**src/smcp_pkg.sv**
```systemverilog
/*
 smcp_pkg: constants, state codes and limits of the serial master port.
 assumes a 250 MHz sys_clk; every user of it writes smcp_pkg::name.
*/
package smcp_pkg;

  localparam int unsigned CLK_HZ          = 250_000_000;
  localparam int unsigned SPI_SCLK_MAX_HZ = 20_000_000;
  localparam int unsigned SPI_SCLK_MIN_HZ = 2_300;
  localparam int unsigned I2C_SCL_MAX_HZ  = 400_000;
  localparam int unsigned I2C_SCL_MIN_HZ  = 20_000;

  // spi ticks every half period, i2c every quarter period
  localparam int unsigned SPI_HALF_MIN =
    (CLK_HZ + 2 * SPI_SCLK_MAX_HZ - 1) / (2 * SPI_SCLK_MAX_HZ);
  localparam int unsigned SPI_HALF_MAX = CLK_HZ / (2 * SPI_SCLK_MIN_HZ);
  localparam int unsigned I2C_QTR_MIN  =
    (CLK_HZ + 4 * I2C_SCL_MAX_HZ - 1) / (4 * I2C_SCL_MAX_HZ);
  localparam int unsigned I2C_QTR_MAX  = CLK_HZ / (4 * I2C_SCL_MIN_HZ);

  localparam int unsigned DIV_W     = 16;
  localparam int unsigned BUF_BYTES = 16;
  localparam int unsigned BUF_BITS  = 128;
  localparam int unsigned LEN_W     = 5;
  localparam int unsigned SEL_W     = 3;
  localparam int unsigned ADDR_W    = 7;
  localparam int unsigned SEC_SEL   = 6;

  localparam logic [3:0]       LAST_BIT  = 4'h7;
  localparam logic [3:0]       ACK_BIT   = 4'h8;
  localparam logic [LEN_W-1:0] LEN_MAX   = 5'h10;
  localparam logic             MODE0_RST = 1'b0;
  localparam logic             SCLK_RST  = 1'b1;

  typedef enum logic [8:0] {
    ST_OFF       = 9'h001,
    ST_IDLE      = 9'h002,
    ST_SPI_LEAD  = 9'h004,
    ST_SPI_LOW   = 9'h008,
    ST_SPI_HIGH  = 9'h010,
    ST_SPI_TRAIL = 9'h020,
    ST_I2C_START = 9'h040,
    ST_I2C_BIT   = 9'h080,
    ST_I2C_STOP  = 9'h100
  } smcp_state_type;

endpackage

```
**src/smcp_tick_gen.sv**
```systemverilog
/*
 smcp_tick_gen: one-cycle tick every period cycles while run is high.
 assumes period is at least 1 and stable while run is high.
*/
`timescale 1ns/1ps
module smcp_tick_gen #(
  parameter int unsigned W = 16
) (
  input  wire logic         sys_clk,
  input  wire logic         rst_n,
  input  wire logic         run,
  input  wire logic [W-1:0] period,
  output logic              tick
);

  typedef struct packed {
    logic [W-1:0] cnt;
    logic         tick;
  } smcp_tick_type;

  smcp_tick_type r;
  smcp_tick_type next_r;

  if (W < 2) begin : g_bad_width
    $error("smcp_tick_gen: W must be at least 2");
  end

  always_comb begin
    next_r = r;
    next_r.tick = 1'b0;
    if (!run) begin
      next_r.cnt = '0;
    end else if (r.cnt >= period - W'(1)) begin
      next_r.cnt  = '0;
      next_r.tick = 1'b1;
    end else begin
      next_r.cnt = r.cnt + W'(1);
    end
  end

  always_ff @(posedge sys_clk) begin
    if (!rst_n) begin
      r <= '0;
    end else begin
      r <= next_r;
    end
  end

  assign tick = r.tick;

endmodule // smcp_tick_gen

```
**src/smcp_master.sv**
```systemverilog
/*
 smcp_master: combined spi / i2c serial master port on shared pins.
 assumes pins are resolved outside from out/oe, external i2c pull-ups,
 and a single requester on the command port in the sys_clk domain.
*/
// Operation
// - at most 128 bits of transfer data are buffered per transfer
// - transfers consist of whole bytes, eight bits each
// - only one protocol, spi or i2c, drives the shared pins
// - port is enabled by the boot sequence or by a core command
// - spi reaches up to seven slaves, one select line each
// - spi clock programmable between 2.3 kHz and 20 MHz
// - after reset spi runs mode 3, clock idle high
// - program can switch spi to mode 0, clock idle low
// - spi is half duplex on separate out and in lines
// - spi does no error detection or handling
// - i2c slaves use 7-bit addresses only
// - i2c clock programmable between 20 kHz and 400 kHz
// - i2c has no bus variants and no error detection
// - i2c clock and data pins are open collector
// - spi drives data out, clock, primary select; samples data in
// - extra pins may serve as secondary selects, one slave each
// - boot uses i2c when primary select pin is low, else spi
`timescale 1ns/1ps
module smcp_master #(
  parameter int unsigned SPI_HALF_MAX = smcp_pkg::SPI_HALF_MAX,
  parameter int unsigned SEC_SEL      = smcp_pkg::SEC_SEL
) (
  input  wire logic                            sys_clk,
  input  wire logic                            rst_n,
  input  wire logic                            boot_start,
  input  wire logic                            core_enable,
  input  wire logic                            core_use_i2c,
  input  wire logic                            cfg_mode0,
  input  wire logic [SEC_SEL-1:0]              sec_sel_enable,
  input  wire logic                            cmd_valid,
  output logic                                 cmd_ready,
  input  wire logic [smcp_pkg::SEL_W-1:0]      cmd_select,
  input  wire logic [smcp_pkg::ADDR_W-1:0]     cmd_addr,
  input  wire logic                            cmd_read,
  input  wire logic [smcp_pkg::LEN_W-1:0]      cmd_len,
  input  wire logic [smcp_pkg::LEN_W-1:0]      cmd_wr_len,
  input  wire logic [smcp_pkg::DIV_W-1:0]      cmd_div,
  input  wire logic [smcp_pkg::BUF_BITS-1:0]   cmd_wdata,
  output logic [smcp_pkg::BUF_BITS-1:0]        rx_data,
  output logic                                 xfer_done,
  output logic                                 port_enabled,
  output logic                                 i2c_active,
  output logic                                 master_serial_out_pin_out,
  output logic                                 master_serial_out_pin_oe,
  input  wire logic                            master_serial_clock_pin_in,
  output logic                                 master_serial_clock_pin_out,
  output logic                                 master_serial_clock_pin_oe,
  input  wire logic                            master_serial_in_pin_in,
  output logic                                 master_serial_in_pin_out,
  output logic                                 master_serial_in_pin_oe,
  input  wire logic                            primary_select_pin_in,
  output logic                                 primary_select_pin_out,
  output logic                                 primary_select_pin_oe,
  output logic [SEC_SEL-1:0]                   secondary_select_pins_out,
  output logic [SEC_SEL-1:0]                   secondary_select_pins_oe
);

  localparam int unsigned DW = smcp_pkg::DIV_W;
  localparam int unsigned LW = smcp_pkg::LEN_W;

  typedef struct packed {
    smcp_pkg::smcp_state_type                      state;
    logic                                          enabled;
    logic                                          proto_i2c;
    logic                                          mode0;
    logic [smcp_pkg::SEL_W-1:0]                    sel;
    logic [LW-1:0]                                 len;
    logic [LW-1:0]                                 wr_len;
    logic [LW-1:0]                                 idx;
    logic [3:0]                                    bit_cnt;
    logic [1:0]                                    qtr;
    logic [7:0]                                    shreg;
    logic                                          addr_ph;
    logic                                          rd;
    logic                                          sclk;
    logic                                          mosi;
    logic                                          ss_act;
    logic                                          scl_low;
    logic                                          sda_low;
    logic [1:0]                                    din_s;
    logic [1:0]                                    strap_s;
    logic [1:0]                                    scl_s;
    logic                                          done;
    logic [smcp_pkg::BUF_BYTES-1:0][7:0]           buf_q;
    logic [DW-1:0]                                 div;
  } smcp_core_type;

  smcp_core_type r;
  smcp_core_type next_r;
  logic          tick;
  logic          spi_on;
  logic          last_byte;

  if (SEC_SEL < 1 || SEC_SEL > 6 || SPI_HALF_MAX < smcp_pkg::SPI_HALF_MIN
      || SPI_HALF_MAX >= (1 << DW)) begin : g_bad_param
    $error("smcp_master: SEC_SEL or SPI_HALF_MAX out of range");
  end

  function automatic logic [DW-1:0] clamp_div(input logic [DW-1:0] v,
                                              input logic [DW-1:0] lo,
                                              input logic [DW-1:0] hi);
    clamp_div = (v < lo) ? lo : ((v > hi) ? hi : v);
  endfunction

  function automatic logic [LW-1:0] fix_len(input logic [LW-1:0] v);
    fix_len = (v == '0) ? LW'(1) : ((v > smcp_pkg::LEN_MAX) ?
              smcp_pkg::LEN_MAX : v);
  endfunction

  smcp_tick_gen #(.W(DW)) u_tick (
    .sys_clk (sys_clk),
    .rst_n   (rst_n),
    .run     (r.state != smcp_pkg::ST_OFF && r.state != smcp_pkg::ST_IDLE),
    .period  (r.div),
    .tick    (tick)
  );

  assign last_byte = (r.idx + LW'(1) == r.len);

  always_comb begin
    next_r = r;
    next_r.done    = 1'b0;
    next_r.din_s   = {r.din_s[0], master_serial_in_pin_in};
    next_r.strap_s = {r.strap_s[0], primary_select_pin_in};
    next_r.scl_s   = {r.scl_s[0], master_serial_clock_pin_in};
    unique case (r.state)
      smcp_pkg::ST_OFF, smcp_pkg::ST_IDLE: begin
        if (!r.proto_i2c) begin
          next_r.mode0 = cfg_mode0;
          next_r.sclk  = ~cfg_mode0;
        end
        if (boot_start) begin
          next_r.enabled   = 1'b1;
          next_r.proto_i2c = ~r.strap_s[1];
          next_r.state     = smcp_pkg::ST_IDLE;
        end else if (core_enable) begin
          next_r.enabled   = 1'b1;
          next_r.proto_i2c = core_use_i2c;
          next_r.state     = smcp_pkg::ST_IDLE;
        end else if (r.state == smcp_pkg::ST_IDLE && cmd_valid) begin
          next_r.len     = fix_len(cmd_len);
          next_r.wr_len  = (cmd_wr_len > fix_len(cmd_len)) ?
                           fix_len(cmd_len) : cmd_wr_len;
          next_r.sel     = cmd_select;
          next_r.rd      = cmd_read;
          next_r.buf_q   = cmd_wdata;
          next_r.idx     = '0;
          next_r.bit_cnt = '0;
          next_r.qtr     = '0;
          if (r.proto_i2c) begin
            next_r.div     = clamp_div(cmd_div, DW'(smcp_pkg::I2C_QTR_MIN),
                             DW'(smcp_pkg::I2C_QTR_MAX));
            next_r.shreg   = {cmd_addr, cmd_read};
            next_r.addr_ph = 1'b1;
            next_r.state   = smcp_pkg::ST_I2C_START;
          end else begin
            next_r.div    = clamp_div(cmd_div, DW'(smcp_pkg::SPI_HALF_MIN),
                            DW'(SPI_HALF_MAX));
            next_r.shreg  = cmd_wdata[7:0];
            next_r.mosi   = cmd_wdata[7];
            next_r.ss_act = 1'b1;
            next_r.state  = smcp_pkg::ST_SPI_LEAD;
          end
        end
      end
      smcp_pkg::ST_SPI_LEAD: begin
        if (tick) begin
          next_r.sclk  = 1'b0;
          next_r.state = smcp_pkg::ST_SPI_LOW;
        end
      end
      smcp_pkg::ST_SPI_LOW: begin
        if (tick) begin
          next_r.sclk  = 1'b1;
          next_r.shreg = {r.shreg[6:0], r.din_s[1]};
          next_r.state = smcp_pkg::ST_SPI_HIGH;
        end
      end
      smcp_pkg::ST_SPI_HIGH: begin
        if (tick) begin
          next_r.sclk = 1'b0;
          next_r.mosi = r.shreg[7];
          next_r.state = smcp_pkg::ST_SPI_LOW;
          next_r.bit_cnt = r.bit_cnt + 4'h1;
          if (r.bit_cnt == smcp_pkg::LAST_BIT) begin
            next_r.bit_cnt = '0;
            if (r.idx >= r.wr_len) begin
              next_r.buf_q[r.idx[3:0]] = r.shreg;
            end
            if (last_byte) begin
              next_r.sclk  = ~r.mode0;
              next_r.state = smcp_pkg::ST_SPI_TRAIL;
            end else begin
              next_r.idx   = r.idx + LW'(1);
              next_r.shreg = r.buf_q[r.idx[3:0] + 4'h1];
              next_r.mosi  = r.buf_q[r.idx[3:0] + 4'h1][7];
            end
          end
        end
      end
      smcp_pkg::ST_SPI_TRAIL: begin
        if (tick) begin
          next_r.ss_act = 1'b0;
          next_r.done   = 1'b1;
          next_r.state  = smcp_pkg::ST_IDLE;
        end
      end
      smcp_pkg::ST_I2C_START: begin
        if (tick) begin
          next_r.qtr = r.qtr + 2'h1;
          if (r.qtr == 2'h0) begin
            next_r.sda_low = 1'b1;
          end else begin
            next_r.scl_low = 1'b1;
            next_r.qtr     = '0;
            next_r.state   = smcp_pkg::ST_I2C_BIT;
          end
        end
      end
      smcp_pkg::ST_I2C_BIT: begin
        unique case (r.qtr)
          2'h0: if (tick) begin
            if (r.bit_cnt == smcp_pkg::ACK_BIT) begin
              // master acks read bytes except the last one
              next_r.sda_low = !r.addr_ph && r.rd && !last_byte;
            end else begin
              next_r.sda_low = (r.addr_ph || !r.rd) && !r.shreg[7];
            end
            next_r.qtr = 2'h1;
          end
          2'h1: if (tick) begin
            next_r.scl_low = 1'b0;
            next_r.qtr     = 2'h2;
          end
          2'h2: if (tick && r.scl_s[1]) begin
            if (r.bit_cnt != smcp_pkg::ACK_BIT) begin
              next_r.shreg = {r.shreg[6:0], r.din_s[1]};
            end
            next_r.qtr = 2'h3;
          end
          default: if (tick) begin
            next_r.scl_low = 1'b1;
            next_r.qtr     = 2'h0;
            next_r.bit_cnt = r.bit_cnt + 4'h1;
            // acknowledge value is not checked
            if (r.bit_cnt == smcp_pkg::ACK_BIT) begin
              next_r.bit_cnt = '0;
              if (!r.addr_ph && r.rd) begin
                next_r.buf_q[r.idx[3:0]] = r.shreg;
              end
              if (r.addr_ph) begin
                next_r.addr_ph = 1'b0;
                next_r.shreg   = r.buf_q[0];
              end else if (last_byte) begin
                next_r.state = smcp_pkg::ST_I2C_STOP;
              end else begin
                next_r.idx   = r.idx + LW'(1);
                next_r.shreg = r.buf_q[r.idx[3:0] + 4'h1];
              end
            end
          end
        endcase
      end
      smcp_pkg::ST_I2C_STOP: begin
        unique case (r.qtr)
          2'h0: if (tick) begin
            next_r.sda_low = 1'b1;
            next_r.qtr     = 2'h1;
          end
          2'h1: if (tick) begin
            next_r.scl_low = 1'b0;
            next_r.qtr     = 2'h2;
          end
          default: if (tick && r.scl_s[1]) begin
            next_r.sda_low = 1'b0;
            next_r.qtr     = 2'h0;
            next_r.done    = 1'b1;
            next_r.state   = smcp_pkg::ST_IDLE;
          end
        endcase
      end
      default: next_r.state = smcp_pkg::ST_OFF;
    endcase
  end

  always_ff @(posedge sys_clk) begin
    if (!rst_n) begin
      r       <= '0;
      r.state <= smcp_pkg::ST_OFF;
      r.mode0 <= smcp_pkg::MODE0_RST;
      r.sclk  <= smcp_pkg::SCLK_RST;
    end else begin
      r <= next_r;
    end
  end

  assign spi_on       = r.enabled && !r.proto_i2c;
  assign cmd_ready    = (r.state == smcp_pkg::ST_IDLE) && !boot_start
                        && !core_enable;
  assign rx_data      = r.buf_q;
  assign xfer_done    = r.done;
  assign port_enabled = r.enabled;
  assign i2c_active   = r.enabled && r.proto_i2c;

  assign master_serial_out_pin_out   = r.mosi;
  assign master_serial_out_pin_oe    = spi_on;
  assign master_serial_clock_pin_out = r.proto_i2c ? 1'b0 : r.sclk;
  assign master_serial_clock_pin_oe  = r.enabled &&
                                       (r.proto_i2c ? r.scl_low : 1'b1);
  assign master_serial_in_pin_out    = 1'b0;
  assign master_serial_in_pin_oe     = i2c_active && r.sda_low;
  assign primary_select_pin_out      = ~(r.ss_act && r.sel == '0);
  assign primary_select_pin_oe       = spi_on;

  for (genvar i = 0; i < SEC_SEL; i++) begin : g_sec_sel
    assign secondary_select_pins_out[i] =
      ~(r.ss_act && r.sel == smcp_pkg::SEL_W'(i + 1));
    assign secondary_select_pins_oe[i] =
      spi_on && sec_sel_enable[i];
  end

  // rising spi clock edges within one select window
  logic [2:0] rise_cnt;
  logic       sclk_d;

  always_ff @(posedge sys_clk) begin
    if (!rst_n) begin
      rise_cnt <= '0;
      sclk_d   <= 1'b1;
    end else begin
      sclk_d <= r.sclk;
      if (!r.ss_act) begin
        rise_cnt <= '0;
      end else if (r.sclk && !sclk_d) begin
        rise_cnt <= rise_cnt + 3'h1;
      end
    end
  end

  property p_byte_whole;
    @(posedge sys_clk) disable iff (!rst_n)
      $fell(r.ss_act) |-> rise_cnt == 3'h0;
  endproperty
  a_byte_whole: assert property (p_byte_whole)
    else $error("spi select released inside a byte");

  property p_len_bound;
    @(posedge sys_clk) disable iff (!rst_n)
      (r.state != smcp_pkg::ST_IDLE && r.state != smcp_pkg::ST_OFF)
      |-> (r.len != '0 && r.len <= 5'h10 && r.idx < r.len);
  endproperty
  a_len_bound: assert property (p_len_bound)
    else $error("transfer length exceeds buffer");

  property p_one_proto;
    @(posedge sys_clk) disable iff (!rst_n)
      i2c_active |-> !master_serial_out_pin_oe && !primary_select_pin_oe
                     && secondary_select_pins_oe == '0;
  endproperty
  a_one_proto: assert property (p_one_proto)
    else $error("spi pins driven in i2c mode");

  property p_one_select;
    @(posedge sys_clk) disable iff (!rst_n)
      $onehot0({~secondary_select_pins_out, ~primary_select_pin_out});
  endproperty
  a_one_select: assert property (p_one_select)
    else $error("more than one slave selected");

  property p_sclk_high_min;
    @(posedge sys_clk) disable iff (!rst_n)
      ($rose(r.sclk) && r.ss_act && spi_on) |-> r.sclk [*7];
  endproperty
  a_sclk_high_min: assert property (p_sclk_high_min)
    else $error("spi clock high phase too short");

  property p_mode3_idle;
    @(posedge sys_clk) disable iff (!rst_n)
      (spi_on && r.state == smcp_pkg::ST_IDLE && !r.mode0)
      |-> master_serial_clock_pin_out && primary_select_pin_out;
  endproperty
  a_mode3_idle: assert property (p_mode3_idle)
    else $error("mode 3 clock not idle high");

  property p_mode0_idle;
    @(posedge sys_clk) disable iff (!rst_n)
      (spi_on && r.state == smcp_pkg::ST_IDLE && r.mode0)
      |-> !master_serial_clock_pin_out;
  endproperty
  a_mode0_idle: assert property (p_mode0_idle)
    else $error("mode 0 clock not idle low");

  property p_half_duplex;
    @(posedge sys_clk) disable iff (!rst_n)
      spi_on |-> !master_serial_in_pin_oe && master_serial_out_pin_oe;
  endproperty
  a_half_duplex: assert property (p_half_duplex)
    else $error("spi data in pin driven");

  property p_boot_strap;
    @(posedge sys_clk) disable iff (!rst_n)
      (boot_start && (r.state == smcp_pkg::ST_OFF
                      || r.state == smcp_pkg::ST_IDLE))
      |=> r.enabled && (r.proto_i2c == !$past(r.strap_s[1]));
  endproperty
  a_boot_strap: assert property (p_boot_strap)
    else $error("boot protocol does not follow select strap");

  property p_msb_first;
    @(posedge sys_clk) disable iff (!rst_n)
      (r.state == smcp_pkg::ST_SPI_LEAD) |-> r.mosi == r.buf_q[0][7];
  endproperty
  a_msb_first: assert property (p_msb_first)
    else $error("first spi bit is not the msb");

endmodule // smcp_master

```
**config.mk**
```make
export PLATFORM = sky130hd
export DESIGN_NAME = smcp_master
export DESIGN_NICKNAME = d
export VERILOG_FILES = /design/src/smcp_pkg.sv /design/src/smcp_tick_gen.sv /design/src/smcp_master.sv
export SDC_FILE = /design/constraint.sdc
export NUM_CORES = 1
export LEC_CHECK = 0
export BUFFER_PORTS_ARGS = -buffer_cell sky130_fd_sc_hd__buf_4
export CORE_ASPECT_RATIO = 1.5
export CORE_MARGIN = 5
export CORE_UTILIZATION = 45
export DETAILED_ROUTE_END_ITERATION = 6
export HOLD_SLACK_MARGIN = 0.03
export PLACE_DENSITY = 0.7
export SLEW_MARGIN = 20
export SYNTH_ARGS = -nofsm -noshare
export SYNTH_HDL_FRONTEND = slang
export SYNTH_SLANG_ARGS = --single-unit
```
**constraint.sdc**
```tcl
create_clock -name sys_clk -period 3.6 [get_ports sys_clk]
set_input_delay 0.72 -clock sys_clk [delete_from_list [all_inputs] [get_ports sys_clk]]
set_output_delay 0.72 -clock sys_clk [all_outputs]
set_load 0.05 [all_outputs]
```
==> results of run 1 <==
==> registers in the layout, summed over array words and instances (netlist names) <==
| register | count |
|---|---|
| u_tick.r | 16 |
| r | 68 |
| rx_data | 128 |
| xfer_done | 1 |
| port_enabled | 1 |
| next_r | 3 |
| master_serial_out_pin_out | 1 |
| u_tick.tick | 1 |
==> worst reg2reg max path, delay by kind of cell, from the launching register on <==
family / cells / cell delay (ps)
and+or+nand+nor: 7 / 1780
AOI/OAI and AO/OA: 3 / 690
adders and majority gates: 1 / 260
DFF: 1 / 340
xor gates and xnor gates: 1 / 160
==> how the worst max path moves through the flow <==
stage	startpoint	slack [ps]	to	depth (start not counted)
2_1_floorplan	r[172]	180	master_serial_out_pin_out	12
6_report	r[2]	280	u_tick.r[9]	12
3_3_place_gp	r[2]	130	u_tick.tick	12
3_5_place_dp	r[2]	130	u_tick.r[8]	12
4_1_cts	r[2]	100	u_tick.r[9]	12
5_1_grt	r[2]	40	u_tick.r[9]	12
==> per-layer routing <==
layer	global-route usage (%)	routed length [um]
met2	51.4	26900
met5	0	0
met3	5.63	4260
met4	16.5	3610
met1	32.2	18800
==> cell type report <==
cell class	count	area (um2)
repair buffers	366	2800
inverters	35	134
flip-flops and latches	219	4390
clock inverters	13	121
multi-input cells	1223	8180
well taps	405	507
fillers	2964	14300
clock buffers	29	639
==> power groups by stage <==
stage                     Combinational [uW]  Sequential [uW]  Clock, uW
after global routing                    9670             4360       2550
final                                   9150             4310       2440
after global placement                  8960             4310          0
after floorplan                         7760             3790          0
after CTS                               9120             4270       2460
after detailed placement                9110             4310          0
==> cell families (layout without fill, tap and decap cells) <==
kind of cell,Yosys count,after routing,synth area share [%]
muxes,56,56,7.69
other,1,1,0.0265
adders and majority gates,38,38,3.36
xor gates and xnor gates,42,42,2.73
buffers and inverters,266,443,11.3
and+or+nand+nor,518,518,16.9
AOI/OAI and AO/OA,568,568,26.9
DFF,219,219,31.0
==> metrics by stage <==
| step | setup WS (ps) | power (uW) |
|---|---|---|
| 2_1_floorplan | 177 | 11500 |
| 3_3_place_gp | 130 | 13300 |
| 3_5_place_dp | 126 | 13400 |
| 4_1_cts | 97.0 | 15800 |
| 5_1_grt | 38.7 | 16600 |
| 6_report | 276 | 15900 |
==> layout by cell type, fill, tap and decap left out, types with 32 or more instances in the layout <==
master,count
a21oi_1,269
nand3_1,32
nand2_1,114
o21ai_0,36
inv_1,33
a211oi_1,116
nor2_1,224
ha_1,38
dfxtp_1,218
buf_4,362
nor3_1,36
mux4_2,35
==> out/results.txt, run 1 <==
Worst reg2reg path depth: 12
Sw frac: 51.7%
Drt initial violations: 1074
Clock root buffer: clkbuf_16
Int Pwr: 7680 uW
Num CTS Buffers: 24
Critical path type: flip-flop to flip-flop
Critical Path AT: 3770 ps
Detailed-route wire length: 53.6 mm
Area post-placement: 16000 um2
Hold_ws: 392 ps
EDFF count, synth: 0
Max-cap violation count: 0
Outcome: complete, no violations
Fraction of registers with async set/reset: 0%
Ant diodes: 0
Slew margin rel.: 47.7%
Initial Util: 45.6%
Count of input and output buffers: 331
Hold Violations, Final: 0
Tightest Pin Transition: 784 ps
CTS Buffer Depth: 3
Clk pin slew, worst setup/hold paths: 60 ps
Syn Area/Cell: 8.28 um2
Worst r2r dst: u_tick.r[9]
Combinational Power Share: 57.6%
Die ar.: 35200 um2
Worst EP required: 4050 ps
Fmax: 301 MHz
Non-filler cells, final: 2290
Drt drc: 0
Crit-path max FO: 17
Vias in the first global route: 13537
Synth Register Bits: 219
Area Overhead vs Synth: 18.5%
YS warnings: 0
Hold path start: primary_select_pin_in
Htree depth: 1
CTS-repair resized insts: 0
CP max stage delay: 560 ps
Gate Count Post-Synth: 1708
Hold Crit Class: primary input to flip-flop
Top cells by area, synth: dfxtp_1 (31%), a21oi_1 (9.5%), buf_4 (7.3%), a211oi_1 (6.2%), nor2_1 (5.9%)
Syn nets: 1927
Core Util, Final: 54.0%
R2r startpoint: r[2]
Global placer's final weighted congestion: 0.950
Chip width: 155 um
Initial antenna violation count: 0
Mapped Area: 14100 um2
Ys flop type: dfxtp_1
Pin count of the biggest net entering global routing: 150
Leakage Power: 0.00646 uW
Pwr per Cell Area: 949 nW/um2
Core ar.: 31000 um2
Critical path cell sequence: or4_1, nor4_1, nand2_1, or2_2, nor4_2, xnor2_1, ha_1, a21o_1, a21oi_1, nor2b_1, a211o_4, nor3_1
Layout Nets: 2088
Setup_tns: 0 ps
CTS tree: done
Design area: 16800 um2
CP bufs+invs: 0
Worst reg2reg setup slack: 280 ps
Startpoint class of the critical path: flip-flop
Row count: 79
Final ANT Viol Nets: 0
Sink Count: 219
Switch Pwr: 8220 uW
Post-DR vias/cell: 6.09
First-pass GRT wire length: 80.2 mm
Part of the power in the clock network: 15.3%
Share of power burned in registers: 27.1%
Top delay family on crit path: simple AND/OR/NAND/NOR gates
Final period util: 92.3%
Wirelength per Cell: 23.4 um
1st-pass router iterations: 6
Netlist cell types: 84
Worst Hold Depth: 2
Layout cells sized above 1: 27.2%
Yosys top cell area share: 31.0%
HPWL Detailed: 39.7 mm
Post-synth top area cell: dfxtp_1
Sequential share of the synthesized area: 31.0%
DP Cell Count: 2248
Post-layout min period: 3320 ps
Worst-Skew Late Latency: 540 ps
Critical path capture point type: flip-flop
Post-CTS Setup Bufs: 0
Via count: 13953
Skew final: 13.9 ps
Setup violators final: 0
Most frequent cells after synthesis: a21oi_1 (269), nor2_1 (224), dfxtp_1 (219), buf_4 (138), a211oi_1 (116)
Slew Limit Fails: 0
Total congestion overflow: 0
Hold path endpoint: next_r[148]
Worst IR Drop VDD: 613 uV
CTS Hold Bufs: 0
RSZ-0062 raised after global routing: no
Global router's overall resource usage: 28.9%
Die height: 227 um
Most frequent cell after synthesis: a21oi_1
Ports: 333
Slowest cell on crit path: or4_1
Note: power is estimated with default switching activity, not from simulation.
==> run 2: changes to the inputs <==
Settings changed: GPL_TIMING_DRIVEN set to 0.
==> run 2 against run 1 <==
Compared with the run above: the flow now finishes with violations (DRC); utilization grew 4.2 points; wire length grew 9.5%; combinational power grew 15%; count of clock-buffer cells in the layout grew 7; total power grew 10%; critical endpoint is now r[161]; highest routed layer unchanged.
==> out/results.txt, run 2 (same netlist as run 1, synthesis figures left out) <==
Outcome: finished with violations
Violated checks: DRC
Detailed-route wire length: 58.7 mm
Total congestion overflow: 0
Drt initial violations: 1172
Commonest cells after routing, fill and taps aside: buf_4 (472), a21oi_1 (269), nor2_1 (224)
Max reg flops: 128
CP Depth: 10
Worst EP required: 4030 ps
Count of input and output buffers: 330
Ports: 333
Row count: 79
Vias in the first global route: 14822
Ant diodes: 0
Critical path capture point type: flip-flop
CP bufs+invs: 4
Chip width: 155 um
Max-cap violation count: 0
1st-pass router iterations: 7
Worst IR Drop VDD: 685 uV
Initial antenna violation count: 0
Area Overhead vs Synth: 27.7%
Slew margin rel.: 26.5%
Tightest Pin Transition: 1100 ps
CTS Hold Bufs: 0
Drt drc: 7
Crit-path max FO: 10
Hold Violations, Final: 0
Die ar.: 35200 um2
Top delay family on crit path: buffers and inverters
Skew final: 10.8 ps
Startpoint class of the critical path: flip-flop
Slew Limit Fails: 0
Pwr per Cell Area: 970 nW/um2
Die height: 227 um
Clk pin slew, worst setup/hold paths: 60 ps
Global placer's final weighted congestion: 0.975
HPWL Detailed: 45.7 mm
First-pass GRT wire length: 86.8 mm
Critical path cell sequence: buf_2, buf_4, inv_1, ha_2, clkbuf_2, mux4_2, mux4_1, nand2_1, a31oi_1, a21o_1
Clock root buffer: clkbuf_16
Layout Nets: 2284
Pin count of the biggest net entering global routing: 14
Hold_ws: 397 ps
Fmax: 288 MHz
Via count: 14965
Commonest non-fill, non-tap cell in the layout: buf_4
Htree depth: 1
Sink Count: 219
Slowest cell on crit path: mux4_1
CTS tree: done
Fillers: 2904
Worst Hold Depth: 2
Worst reg2reg path depth: 10
Num CTS Buffers: 24
Global router's overall resource usage: 31.7%
Critical path type: flip-flop to flip-flop
Final ANT Viol Nets: 0
Leakage Power: 0.00736 uW
Post-DR vias/cell: 6.01
Final period util: 96.5%
Post-layout min period: 3470 ps
RSZ-0062 raised after global routing: no
Core Util, Final: 58.2%
CP max stage delay: 580 ps
Core ar.: 31000 um2
Wirelength per Cell: 23.6 um
Setup violators final: 0
Hold Crit Class: primary input to flip-flop
Critical Path AT: 3900 ps
CTS Buffer Depth: 3
Initial Util: 45.6%
Layout cells sized above 1: 31.8%
Worst-Skew Late Latency: 540 ps
[run 2: cell count changes in the layout (fill, tap and decap cells not counted), moves of 3 or more]
cell        change
buf_2          +34
buf_1           +3
clkinvlp_4      -5
buf_4         +110
buf_6           +4
buf_12          -3
clkbuf_2        +4
clkbuf_1       +47
bufinv_16       +3
[run 2: path summary, 6_finish.rpt]
| check | start | to | slack [ps] |
|---|---|---|---|
| min | master_serial_in_pin_in | next_r[150] | 400 |
| max reg2reg | r[172] | r[161] | 130 |
| max | r[172] | r[161] | 130 |
| min reg2reg | next_r[150] | r[150] | 440 |
[run 2: worst register-to-register path: stages (launching register included)]
cell	delay, ps
dfxtp_1	350
buf_2	310
buf_4	320
inv_1	130
ha_2	460
clkbuf_2	410
mux4_2	440
mux4_1	580
nand2_1	120
a31oi_1	90
a21o_1	160
[run 2: power breakdown]
group	internal (uW)	switching, uW
clock	1640	1070
sequential	3280	1030
combinational	4010	6490
total	8920	8600
[run 2: through the flow]
stage	setup TNS, ps	area, um2	total power (uW)	std cells	setup WS (ps)
6_report	0	18100	17500	2488	125
4_1_cts	0	18000	17400	2486	0.508
2_1_floorplan	0	14100	11500	1708	177
3_3_place_gp	-37480	17100	14500	2443	-1100
3_5_place_dp	-31400	17100	14700	2443	-928
5_1_grt	0	18100	18200	2488	21.0
[run 2: repair_timing]
item | in CTS | in global routing
buffers inserted | 0 | 3
pin swaps | 0 | 2
setup endpoints to repair | 130 | 45
endpoints found under the hold margin | 0 | 0
resized for setup | 14 | 8
[run 2: layout make-up]
type	count	area (um2)	area share (%)
Buffer	229	1480	8.19
Clock inverter	8	140	0.776
Tap cell	405	507	2.81
Clock buffer	36	707	3.91
Timing Repair Buffer	333	2500	13.8
Multi-Input combinational cell	1223	8210	45.5
Inverter	35	131	0.727
Sequential cell	219	4380	24.3
[run 2: layer usage]
| metal | up-vias | routed length [um] | global-route usage [%] |
|---|---|---|---|
| met5 | - | 0 | 0 |
| met4 | 0 | 4940 | 21.4 |
| met3 | 251 | 4660 | 5.65 |
| met2 | 881 | 29100 | 56.4 |
| met1 | 7033 | 20000 | 34.3 |
| li1 | 6800 | - | - |
==> run 3: changes to the inputs <==
Settings changed: MAX_ROUTING_LAYER set to met4.
==> run 3 against run 2 <==
Compared with the run above: critical endpoint unchanged; clock power fell by 3%; largest power group unchanged; hold slack lost 7.4 ps; non-clock buffer count decreased by 3; critical path depth stayed put; via count is 0.50% higher; the run now ends clean.
==> out/results.txt, run 3 (same netlist as run 1, synthesis figures left out) <==
Outcome: complete, no violations
Core ar.: 31000 um2
Worst reg2reg setup slack: 170 ps
First-pass GRT wire length: 87.9 mm
Skew final: 9.48 ps
Layout Nets: 2281
Global placer's final weighted congestion: 0.983
Sink Count: 219
Die ar.: 35200 um2
Hold Violations, Final: 0
Detailed-route wire length: 59.4 mm
Worst r2r dst: r[161]
Worst EP required: 4030 ps
Worst Hold Depth: 2
Worst reg2reg path depth: 10
Commonest cells after routing, fill and taps aside: buf_4 (469), a21oi_1 (269), nor2_1 (224)
Slew margin rel.: 27.7%
Met3 GRT Util: 4.11%
Die height: 227 um
Non-filler cells, final: 2485
Critical Path AT: 3860 ps
DP Cell Count: 2443
GRT met1 Usage: 35.2%
CTS tree: done
CTS Buffer Depth: 3
R2r startpoint: r[172]
Setup violators final: 0
Pin count of the biggest net entering global routing: 14
Final ANT Viol Nets: 0
Core Util, Final: 58.1%
Crit-path max FO: 10
Row count: 79
Worst IR Drop VDD: 765 uV
Total congestion overflow: 0
Chip width: 155 um
Post-DR vias/cell: 6.05
Area Overhead vs Synth: 27.4%
Wirelength per Cell: 23.9 um
Ant diodes: 0
Hold path endpoint: next_r[150]
Clock root buffer: clkbuf_16
Ports: 333
Fmax: 292 MHz
HPWL Detailed: 46.7 mm
Commonest non-fill, non-tap cell in the layout: buf_4
Worst-Skew Late Latency: 540 ps
Initial Util: 45.6%
Post-CTS Setup Bufs: 0
Post-layout min period: 3430 ps
Startpoint class of the critical path: flip-flop
Final period util: 95.2%
Max-cap violation count: 0
CTS Hold Bufs: 0
Hold path start: master_serial_in_pin_in
Critical path capture point type: flip-flop
Htree depth: 1
Layout cells sized above 1: 31.8%
Drt drc: 0
Clk pin slew, worst setup/hold paths: 60 ps
Global router's overall resource usage: 33.3%
Initial antenna violation count: 0
Num CTS Buffers: 24
Hold_ws: 389 ps
1st-pass router iterations: 7
Drt initial violations: 1324
Tightest Pin Transition: 1090 ps
Layer with the highest usage: met2
Critical path type: flip-flop to flip-flop
Pwr per Cell Area: 968 nW/um2
Leakage Power: 0.00734 uW
Max reg flops: 128
Met2 Use GR: 58.5%
Vias in the first global route: 14878
Via count: 15040
Slew Limit Fails: 0
RSZ-0062 raised after global routing: no
Count of input and output buffers: 330
Setup_tns: 0 ps
Hold Crit Class: primary input to flip-flop
==> run 3: changes by cell type in the layout (fill, tap and decap cells not counted), moves of 2 or more <==
cell       previous run  this run
bufinv_16             4         2
buf_4               472       469
clkbuf_8              4         7
clkinv_2              4         6
clkbuf_1             50        48
==> run 3: power by group <==
part / switching [uW] / total, uW / internal (uW) / leakage (uW)
clock network: 1070 / 2620 / 1550 / 0.000415
registers: 1010 / 4290 / 3280 / 0.00179
logic: 6540 / 10500 / 4000 / 0.00514
total: 8620 / 17400 / 8830 / 0.00734
==> run 3: critical path: stages (launching register included) <==
cell and delay [ps]:
dfxtp_1 360, buf_2 320, buf_6 260, inv_1 110
ha_2 470, clkbuf_2 400, mux4_2 430, mux4_1 560
nand2_1 120, a31oi_1 110, a21o_1 170
==> run 3: how the worst max path moves through the flow <==
stage            from                         to  cells after the start
6_report       r[172]                     r[161]                     10
5_1_grt          r[2]               u_tick.r[13]                     13
4_1_cts        r[172]                     r[196]                     12
3_5_place_dp   r[172]                     r[198]                     12
3_3_place_gp   r[172]                     r[198]                     12
2_1_floorplan  r[172]  master_serial_out_pin_out                     12
==> run 3: timing repair <==
action | CTS | global route
pin swaps | 0 | 1
setup endpoints to repair | 142 | 44
resized for setup | 16 | 7
==> run 3: layer usage <==
| layer | wire length (um) | vias up |
|---|---|---|
| met5 | 0 | - |
| li1 | - | 6794 |
| met1 | 20200 | 7084 |
| met3 | 4590 | 258 |
| met2 | 30100 | 904 |
| met4 | 4560 | 0 |
==> run 3: layout make-up <==
| class | instances | area [um2] |
|---|---|---|
| Timing Repair Buffer | 330 | 2480 |
| Fill cell | 2890 | 13000 |
| Inverter | 35 | 131 |
| Buffer | 229 | 1480 |
| Tap cell | 405 | 507 |
| Clock buffer | 36 | 737 |
| Clock inverter | 8 | 90.1 |
| Sequential cell | 219 | 4380 |
| Multi-Input combinational cell | 1223 | 8210 |
==> run 3: through the flow <==
step / power (uW) / setup WS (ps) / cell area, um2
after floorplan: 11500 / 177 / 14100
after global placement: 14600 / -1060 / 17100
after detailed placement: 14700 / -1080 / 17100
after CTS: 17300 / 41.5 / 18000
after global routing: 18100 / 27.9 / 18000
final: 17400 / 174 / 18000
